<file path="config.mk">
export PLATFORM = sky130hd
export DESIGN_NAME = cdr_tune_ctrl
export DESIGN_NICKNAME = d
export VERILOG_FILES = /design/src/include/cdr_pkg.sv /design/src/hdl/cdr_sync2.sv /design/src/hdl/cdr_tune_ctrl.sv
export SDC_FILE = /design/constraint.sdc
export NUM_CORES = 1
export LEC_CHECK = 0
export ABC_CLOCK_PERIOD_IN_PS = 2700
export BUFFER_PORTS_ARGS = -buffer_cell sky130_fd_sc_hd__buf_2
export CAP_MARGIN = 20
export CORE_MARGIN = 2
export CORE_UTILIZATION = 37
export DETAILED_ROUTE_END_ITERATION = 8
export PLACE_DENSITY = 0.61
export SYNTH_ARGS = -nofsm -noshare
export SYNTH_HDL_FRONTEND = slang
export SYNTH_SLANG_ARGS = --single-unit
</file>
<file path="constraint.sdc">
create_clock -name clk_sys -period 2.7 [get_ports clk_sys]
set_input_delay 0.27 -clock clk_sys [delete_from_list [all_inputs] [get_ports clk_sys]]
set_output_delay 0.27 -clock clk_sys [all_outputs]
set_load 0.05 [all_outputs]
</file>
<file path="src/include/cdr_pkg.sv">
// constants and carrier types for the recovery-loop tuning register bank
// assumes a two-wire serial host port and a single 200 MHz system clock
package cdr_pkg;

  // ****************************************
  // register map
  // ****************************************
  localparam logic [7:0] REG_EDGE_BW = 8'h10;
  localparam logic [7:0] REG_LOOP = 8'h13;
  localparam logic [7:0] REG_PHASE = 8'h14;
  localparam logic [7:0] REG_SLICE = 8'h15;
  localparam logic [7:0] REG_TRIM = 8'h73;

  localparam logic [7:0] RST_EDGE_BW = 8'h04;
  localparam logic [7:0] RST_LOOP = 8'h06;
  localparam logic [7:0] RST_PHASE = 8'h00;
  localparam logic [7:0] RST_SLICE = 8'h00;
  localparam logic [7:0] READ_UNMAPPED = 8'h00;

  // ****************************************
  // field positions and codes
  // ****************************************
  localparam int SLICE_EXT_BIT = 7;
  localparam int EDGE_LSB = 3;
  localparam int BW_LSB = 0;
  localparam int SLEW_LSB = 0;
  localparam int ADAPT_BIT = 2;
  localparam int PHASE_LSB = 0;
  localparam logic [6:0] SLICE_OFF = 7'h00;
  localparam logic [7:0] SLICE_MID = 8'h40;
  localparam logic signed [9:0] SLICE_EXT_MULT = 10'sh006;
  localparam logic [1:0] EDGE_RISE = 2'h1;
  localparam logic [1:0] EDGE_FALL = 2'h2;
  localparam logic [1:0] SLEW_RST = 2'h2;
  localparam logic [2:0] BW_RST = 3'h4;
  localparam logic [2:0] TRACK_RST = 3'h3;
  localparam logic [2:0] BIT_LAST = 3'h7;

  // arbitrary serial device address, not tied to any real part
  localparam logic [6:0] DEV_ADDR = 7'h40;

  // ****************************************
  // types
  // ****************************************
  typedef enum logic [5:0] {
    ST_IDLE = 6'h01,
    ST_ADDR = 6'h02,
    ST_RX = 6'h04,
    ST_ACK = 6'h08,
    ST_TX = 6'h10,
    ST_RACK = 6'h20
  } cdr_fsm_t;

  typedef struct packed {
    logic slice_en;
    logic slice_ext;
    logic [6:0] slice_code;
    logic signed [9:0] slice_offset;
    logic offset_loop_en;
    logic pd_rise_en;
    logic pd_fall_en;
    logic [1:0] dll_slew;
    logic [2:0] dll_track;
    logic signed [3:0] sample_phase;
    logic [2:0] loop_bandwidth_scale;
  } cdr_ctl_t;

  typedef struct packed {
    cdr_fsm_t fsm;
    logic scl_d;
    logic sda_d;
    logic [2:0] cnt;
    logic full;
    logic [7:0] sr;
    logic [7:0] tx;
    logic rw;
    logic first;
    logic nack;
    logic [7:0] ptr;
    logic sda_oe;
    logic sda_lvl;
    logic [7:0] phase_edge_and_bandwidth;
    logic [7:0] loop_control;
    logic [7:0] sampling_phase_control;
    logic [7:0] threshold_offset_control;
    cdr_ctl_t ctl;
  } cdr_st_t;

endpackage

</file>
<file path="src/hdl/cdr_sync2.sv">
// two-stage synchroniser for asynchronous pin levels
// assumes the input may change at any time relative to clk_sys
`timescale 1ns/100ps
module cdr_sync2 #(
  parameter int W = 1
) (
  // clock and reset
  input wire logic clk_sys,
  input wire logic nrst,
  // level in and out
  input wire logic [W-1:0] d,
  output logic [W-1:0] q
);

  // first stage feeds only the second stage
  logic [W-1:0] meta_reg;

  always_ff @(posedge clk_sys or negedge nrst) begin
    if (!nrst) begin
      meta_reg <= '1;
      q <= '1;
    end else begin
      meta_reg <= d;
      q <= meta_reg;
    end
  end

endmodule

</file>
<file path="src/hdl/cdr_tune_ctrl.sv">
// tuning register bank of the clock and data recovery loop, with its serial host port
// assumes scl/sda pins are asynchronous, trim and rate flag come from logic on clk_sys
`timescale 1ns/100ps

// How it works
// - a zero slice code turns the threshold offset off entirely.
// - normal slice scaling steps one trim unit per code, centred on code 64.
// - the extended bit multiplies the slice offset range by six.
// - the trimmed input offset reads back as a seven-bit value.
// - clearing the adaptive enable stops the duty-cycle offset loop.
// - edge choice 1 uses rising edges only, 2 falling edges only.
// - the slew field resets to 2 and tracking is (slew+1)/4 UI.
// - the slew breakpoint frequency follows data rate divided by 2500.
// - the sampling-instant offset acts only at 5.65 Gbps or above.
// - the sampling-instant offset is two's complement in 1/32 UI steps.
// - the bandwidth scale resets to 4 and scales bandwidth by value/4.
module cdr_tune_ctrl (
  // clock and reset
  input wire logic clk_sys,
  input wire logic nrst,
  // two-wire host port
  input wire logic scl_i,
  input wire logic sda_i,
  output logic sda_o,
  output logic sda_oe,
  // device status
  input wire logic [6:0] trim_offset,
  input wire logic rate_high,
  // tuning controls
  output cdr_pkg::cdr_ctl_t tune
);

  // ****************************************
  // pin synchronisers
  // ****************************************
  logic [1:0] pins_s;

  cdr_sync2 #(.W(2)) u_sync (
    .clk_sys(clk_sys),
    .nrst(nrst),
    .d({scl_i, sda_i}),
    .q(pins_s)
  );

  logic scl_s;
  logic sda_s;
  assign scl_s = pins_s[1];
  assign sda_s = pins_s[0];

  cdr_pkg::cdr_st_t s_reg;
  cdr_pkg::cdr_st_t s_next;

  // ****************************************
  // register read mux
  // ****************************************
  function automatic logic [7:0] rd_byte(input cdr_pkg::cdr_st_t st, input logic [7:0] a,
                                         input logic [6:0] trim);
    logic [7:0] v;
    v = cdr_pkg::READ_UNMAPPED;
    unique case (a)
      cdr_pkg::REG_EDGE_BW: v = st.phase_edge_and_bandwidth;
      cdr_pkg::REG_LOOP: v = st.loop_control;
      cdr_pkg::REG_PHASE: v = st.sampling_phase_control;
      cdr_pkg::REG_SLICE: v = st.threshold_offset_control;
      cdr_pkg::REG_TRIM: v = {1'b0, trim};
      default: v = cdr_pkg::READ_UNMAPPED;
    endcase
    return v;
  endfunction

  logic scl_rise;
  logic scl_fall;
  logic bus_start;
  logic bus_stop;
  logic [7:0] rd_now;
  logic [7:0] sh_in;
  logic [6:0] code;
  logic [1:0] edge_sel;
  logic signed [7:0] slice_d;
  logic signed [9:0] slice_x;

  always_comb begin
    s_next = s_reg;
    scl_rise = scl_s & ~s_reg.scl_d;
    scl_fall = ~scl_s & s_reg.scl_d;
    // start and stop are sda moves while scl stays high
    bus_start = scl_s & s_reg.scl_d & s_reg.sda_d & ~sda_s;
    bus_stop = scl_s & s_reg.scl_d & ~s_reg.sda_d & sda_s;
    rd_now = rd_byte(s_reg, s_reg.ptr, trim_offset);
    sh_in = {s_reg.sr[6:0], sda_s};
    s_next.scl_d = scl_s;
    s_next.sda_d = sda_s;

    // ****************************************
    // serial port state machine
    // ****************************************
    unique case (s_reg.fsm)
      cdr_pkg::ST_IDLE: begin
        s_next.sda_oe = 1'b0;
      end
      cdr_pkg::ST_ADDR, cdr_pkg::ST_RX: begin
        if (scl_rise) begin
          s_next.sr = sh_in;
          s_next.cnt = s_reg.cnt + 3'h1;
          s_next.full = (s_reg.cnt == cdr_pkg::BIT_LAST);
        end else if (scl_fall && s_reg.full) begin
          s_next.full = 1'b0;
          s_next.fsm = cdr_pkg::ST_ACK;
          s_next.sda_oe = 1'b1;
          if (s_reg.fsm == cdr_pkg::ST_ADDR) begin
            s_next.rw = s_reg.sr[0];
            s_next.first = 1'b1;
            if (s_reg.sr[7:1] != cdr_pkg::DEV_ADDR) begin
              // not our address: stay off the bus until the next start
              s_next.fsm = cdr_pkg::ST_IDLE;
              s_next.sda_oe = 1'b0;
            end
          end else if (s_reg.first) begin
            s_next.ptr = s_reg.sr;
            s_next.first = 1'b0;
          end else begin
            s_next.ptr = s_reg.ptr + 8'h01;
            unique case (s_reg.ptr)
              cdr_pkg::REG_EDGE_BW: s_next.phase_edge_and_bandwidth = s_reg.sr;
              cdr_pkg::REG_LOOP: s_next.loop_control = s_reg.sr;
              cdr_pkg::REG_PHASE: s_next.sampling_phase_control = s_reg.sr;
              cdr_pkg::REG_SLICE: s_next.threshold_offset_control = s_reg.sr;
              // read-only trim and unmapped bytes are acknowledged and dropped
              default: s_next.ptr = s_reg.ptr + 8'h01;
            endcase
          end
        end
      end
      cdr_pkg::ST_ACK: begin
        if (scl_fall) begin
          s_next.cnt = 3'h0;
          s_next.full = 1'b0;
          if (s_reg.rw) begin
            s_next.tx = rd_now;
            s_next.ptr = s_reg.ptr + 8'h01;
            s_next.sda_oe = ~rd_now[7];
            s_next.fsm = cdr_pkg::ST_TX;
          end else begin
            s_next.sda_oe = 1'b0;
            s_next.fsm = cdr_pkg::ST_RX;
          end
        end
      end
      cdr_pkg::ST_TX: begin
        if (scl_rise) begin
          s_next.cnt = s_reg.cnt + 3'h1;
          s_next.full = (s_reg.cnt == cdr_pkg::BIT_LAST);
        end else if (scl_fall) begin
          if (s_reg.full) begin
            s_next.full = 1'b0;
            s_next.sda_oe = 1'b0;
            s_next.fsm = cdr_pkg::ST_RACK;
          end else begin
            s_next.tx = {s_reg.tx[6:0], 1'b0};
            s_next.sda_oe = ~s_reg.tx[6];
          end
        end
      end
      cdr_pkg::ST_RACK: begin
        if (scl_rise) begin
          s_next.nack = sda_s;
        end else if (scl_fall) begin
          s_next.cnt = 3'h0;
          if (s_reg.nack) begin
            s_next.fsm = cdr_pkg::ST_IDLE;
          end else begin
            s_next.tx = rd_now;
            s_next.ptr = s_reg.ptr + 8'h01;
            s_next.sda_oe = ~rd_now[7];
            s_next.fsm = cdr_pkg::ST_TX;
          end
        end
      end
      default: begin
        s_next.fsm = cdr_pkg::ST_IDLE;
        s_next.sda_oe = 1'b0;
      end
    endcase

    if (bus_start) begin
      s_next.fsm = cdr_pkg::ST_ADDR;
      s_next.cnt = 3'h0;
      s_next.full = 1'b0;
      s_next.sda_oe = 1'b0;
    end else if (bus_stop) begin
      s_next.fsm = cdr_pkg::ST_IDLE;
      s_next.sda_oe = 1'b0;
    end

    // ****************************************
    // tuning outputs from the registers
    // ****************************************
    code = s_reg.threshold_offset_control[6:0];
    edge_sel = s_reg.phase_edge_and_bandwidth[cdr_pkg::EDGE_LSB +: 2];
    slice_d = $signed({1'b0, code}) - $signed(cdr_pkg::SLICE_MID);
    slice_x = 10'(slice_d);
    s_next.ctl.slice_en = (code != cdr_pkg::SLICE_OFF);
    s_next.ctl.slice_code = code;
    s_next.ctl.slice_ext = s_reg.threshold_offset_control[cdr_pkg::SLICE_EXT_BIT];
    if (code == cdr_pkg::SLICE_OFF) begin
      s_next.ctl.slice_offset = '0;
    end else if (s_reg.threshold_offset_control[cdr_pkg::SLICE_EXT_BIT]) begin
      s_next.ctl.slice_offset = 10'(slice_x * cdr_pkg::SLICE_EXT_MULT);
    end else begin
      s_next.ctl.slice_offset = slice_x;
    end
    s_next.ctl.offset_loop_en = s_reg.loop_control[cdr_pkg::ADAPT_BIT];
    s_next.ctl.pd_rise_en = (edge_sel != cdr_pkg::EDGE_FALL);
    s_next.ctl.pd_fall_en = (edge_sel != cdr_pkg::EDGE_RISE);
    s_next.ctl.dll_slew = s_reg.loop_control[cdr_pkg::SLEW_LSB +: 2];
    // breakpoint scales with rate in the loop itself
    s_next.ctl.dll_track = {1'b0, s_reg.loop_control[cdr_pkg::SLEW_LSB +: 2]} + 3'h1;
    // phase offset only at high rate
    s_next.ctl.sample_phase = rate_high ?
      $signed(s_reg.sampling_phase_control[cdr_pkg::PHASE_LSB +: 4]) : 4'sh0;
    s_next.ctl.loop_bandwidth_scale = s_reg.phase_edge_and_bandwidth[cdr_pkg::BW_LSB +: 3];
  end

  always_ff @(posedge clk_sys or negedge nrst) begin
    if (!nrst) begin
      s_reg <= '0;
      s_reg.fsm <= cdr_pkg::ST_IDLE;
      s_reg.scl_d <= 1'b1;
      s_reg.sda_d <= 1'b1;
      s_reg.phase_edge_and_bandwidth <= cdr_pkg::RST_EDGE_BW;
      s_reg.loop_control <= cdr_pkg::RST_LOOP;
      s_reg.sampling_phase_control <= cdr_pkg::RST_PHASE;
      s_reg.threshold_offset_control <= cdr_pkg::RST_SLICE;
      s_reg.ctl.offset_loop_en <= 1'b1;
      s_reg.ctl.pd_rise_en <= 1'b1;
      s_reg.ctl.pd_fall_en <= 1'b1;
      s_reg.ctl.dll_slew <= cdr_pkg::SLEW_RST;
      s_reg.ctl.dll_track <= cdr_pkg::TRACK_RST;
      s_reg.ctl.loop_bandwidth_scale <= cdr_pkg::BW_RST;
    end else begin
      s_reg <= s_next;
    end
  end

  // open-drain: the pad only ever pulls low
  assign sda_o = s_reg.sda_lvl;
  assign sda_oe = s_reg.sda_oe;
  assign tune = s_reg.ctl;
endmodule

</file>
==> metrics.yaml <==
clockPowerShare: 0.397
synth.cell_area_mm2: 0.00579
drt_pass1_iterations: 4
synth_seq_cells: 109
maxSlewViolCount: 0
hold_class: "primary input to flip-flop"
die_w_um: 129
syn_avg_cell_area_um2: 11.1
h-tree-depth: 3
ir_drop_mv: 0.604
required_ps: 2990
clock_latency_ps: 360
critPathCaptureType: "flip-flop"
holdBufCountCts: 3
via_per_inst: 5.07
ys.flop_type: "dfrtp_1"
cts_resized: 0
fill_cells: 1445
grt_max_degree: 62
row_count: 45
synthSimpleGateAreaFrac: 0.131
holdPathEnd: "tune[4]"
post-cts-setup-buffers: 0
power_switching_uw: 890
use_met2: 0.251
reg2reg_depth: 9
fin_nets: 581
ys_seq_area_frac: 0.475
slew_headroom: 0.442
p_per_area_mw_per_mm2: 521
r2r-start: "code[2]"
worst_slew_pin_slew_ps: 834
min_period_over_period: 0.901
io_pins: 48
p_leak_uw: 0.00305
worstPathArrival_ps: 2720
synth_mux_area_frac: 0.143
grt_use_met3: 0.0363
cts.sinks: 109
largest_reg_flops: 54
root_buffer: "clkbuf_16"
multi_input_area_mm2: 0.00262
critPathKind: "flip-flop to flip-flop"
globalRouteOverflowTotal: 0
die_height_um: 129
finalCriticalPeriod_ps: 2430
place.gp.congestion: 0.874
grt_use_met1: 0.200
synthCells: 521
grt_busiest_layer: "met2"
rsz0062_at_grt: "false"
antenna_found_initial: 0
finalSetupViolations: 0
drc: 0
die_area_mm2: 0.0167
path_clk_slew_ps: 80
dp.final_hpwl_um: 8720
grt_usage: 0.152
min_from: "rate_high"
r2r_end: "tune[23]"
num_vias: 3855
cts_tree: "built"
synth_edf_count: 0
grt_pass1_wl_um: 19800
hold_depth: 2
antenna_left: 0
cp_max_fo: 7
synth_fa_ha_area_frac: 0.0531
wl_per_cell_um: 15.7
place_area_mm2: 0.00609
status: "complete, no violations"
drt-initial-drc-count: 297
finClkSkew_ps: 10.2
wl_um: 11900
synth_compound_area_frac: 0.113
ctsLongestPathBuffers: 2
numPortBuffers: 46
synthesis.nets: 557
final_cell_area_mm2: 0.00642
setup_ws_ps: 268
regArea_mm2: 0.00275
cts_made_buffers: 9
start_kind: "flip-flop"
core_mm2: 0.0153
ys_warn_count: 0
max_freq_mhz: 411
async_reset_ff_frac: 1.00
r2r_slack_ps: 270
drive_gt1_frac: 0.300
power_frac_seq: 0.513
synth-xor-area-share: 0.0121
ys_types: 68
drv_cap: 0
sw_frac_of_total: 0.266
p_int_uw: 2460
pre_cts_slack_ps: 281
finalSetupTns_ps: 0
finalHoldViolCount: 0
synth_top_family_by_area: "multiplexers"
grt_pass1_vias: 3818
pwr-share-comb: 0.090
initial_core_util: 0.380
area_delta_synth_final_pct: 10.8
diodes: 0
## cells in the final DEF (no fill, tap or decap), types with 3 or more instances in the layout
master         netlist  final
dfrtp_1             92     92
a21oi_1             45     45
buf_2                8     45
nor2_1              44     44
mux2_2              34     34
nand2_1             27     27
ha_1                23     23
inv_1               22     22
buf_4               36     17
dfstp_2             17     17
mux2_4              16     16
o21ai_0             14     14
mux2_1              10     10
nand3_1              9      9
mux2i_1              9      9
clkbuf_16            0      9
nor3_1               8      8
nor2b_1              7      7
and2_1               7      7
a22oi_1              7      7
xnor2_1              5      5
nand2b_1             5      5
a21o_1               3      3
xor2_1               3      3
o211ai_1             3      3
o31ai_1              3      3
o22ai_1              3      3
inv_6                0      3
dlygate4sd3_1        0      3
## critical path, cell delays in order (launching register included)
cell and delay, ps:
dfrtp_1 490, inv_1 80, ha_1 340, ha_1 290, a21o_1 110, a21oi_1 100
nor2b_1 110, o21ai_0 110, or4b_2 620, nand3_1 100
## layout make-up
cell class	count	share of cell area
clock buffers	9	0.0351
clock inverters	7	0.0121
inverters	22	0.0129
multi-input cells	337	0.408
flip-flops and latches	109	0.428
well taps	211	0.0411
repair buffers	66	0.0628
## how the worst max path moves through the flow
stage	startpoint	end	slack (ps)
after global routing	s_reg[106]	s_reg[68]	60
after CTS	code[2]	tune[23]	260
after detailed placement	code[2]	tune[23]	280
after floorplan	code[1]	tune[24]	520
after global placement	code[3]	tune[23]	330
final	code[2]	tune[23]	270
## cells in the mapped netlist (all sizes together), types with 2 or more instances
library cell  count  area, um^2
dfstp            17         447
nor2             45         176
or4b              2        20.0
a22oi             7        52.6
o31ai             3        22.5
a21oi            46         234
a211oi            2        15.0
or3               2        12.5
o211ai            3        22.5
and3              2        12.5
inv              22        82.6
a21boi            2        15.0
nor2b             7        43.8
o22ai             3        18.8
o21ai            15        78.8
nor4              3        25.0
nand4             2        12.5
or4               2        22.5
buf              45         314
mux2i             9        90.1
nand3b            2        27.5
ha               23         288
nand3            11        72.6
xnor2             5        43.8
mux2             60         736
and3b             2        17.5
a21o              3        22.5
and2              7        43.8
a2111oi           2        42.5
nand2            29         114
xor2              3        26.3
nor3             10        72.6
nand2b            5        31.3
clkbuf            8        30.0
dfrtp            92        2300
a31oi             2        12.5
o2111ai           2        35.0
## routing by layer
layer / vias to the layer above / routed length, um
met2: 76 / 5840
met1: 1914 / 5430
li1: 1851 / -
met3: 14 / 487
met5: - / 0
met4: 0 / 159
## cells by family (layout without fill, tap and decap cells)
kind of cell | after synthesis | count (layout)
simple gates | 136 | 136
flops | 109 | 109
compound gates | 99 | 99
buf+inv | 75 | 104
mux | 69 | 69
fa+ha+maj | 24 | 24
xor+xnor | 8 | 8
other cells | 1 | 1
## stage by stage
step	instances	hold slack [ps]	total power [uW]	utilization
2_1_floorplan	521	-25.6	1940	-
3_3_place_gp	742	314	2050	0.399
3_5_place_dp	742	335	2050	0.399
4_1_cts	761	145	3390	0.421
5_1_grt	761	148	3500	0.421
6_report	761	152	3350	0.421
## power by group through the flow
stage	combinational (uW)	clock (uW)	sequential [uW]
after floorplan	211	0	1730
after global placement	301	0	1740
after detailed placement	303	0	1750
after CTS	308	1370	1720
after global routing	334	1440	1720
final	303	1330	1720
(Power assumes the default switching activity.)
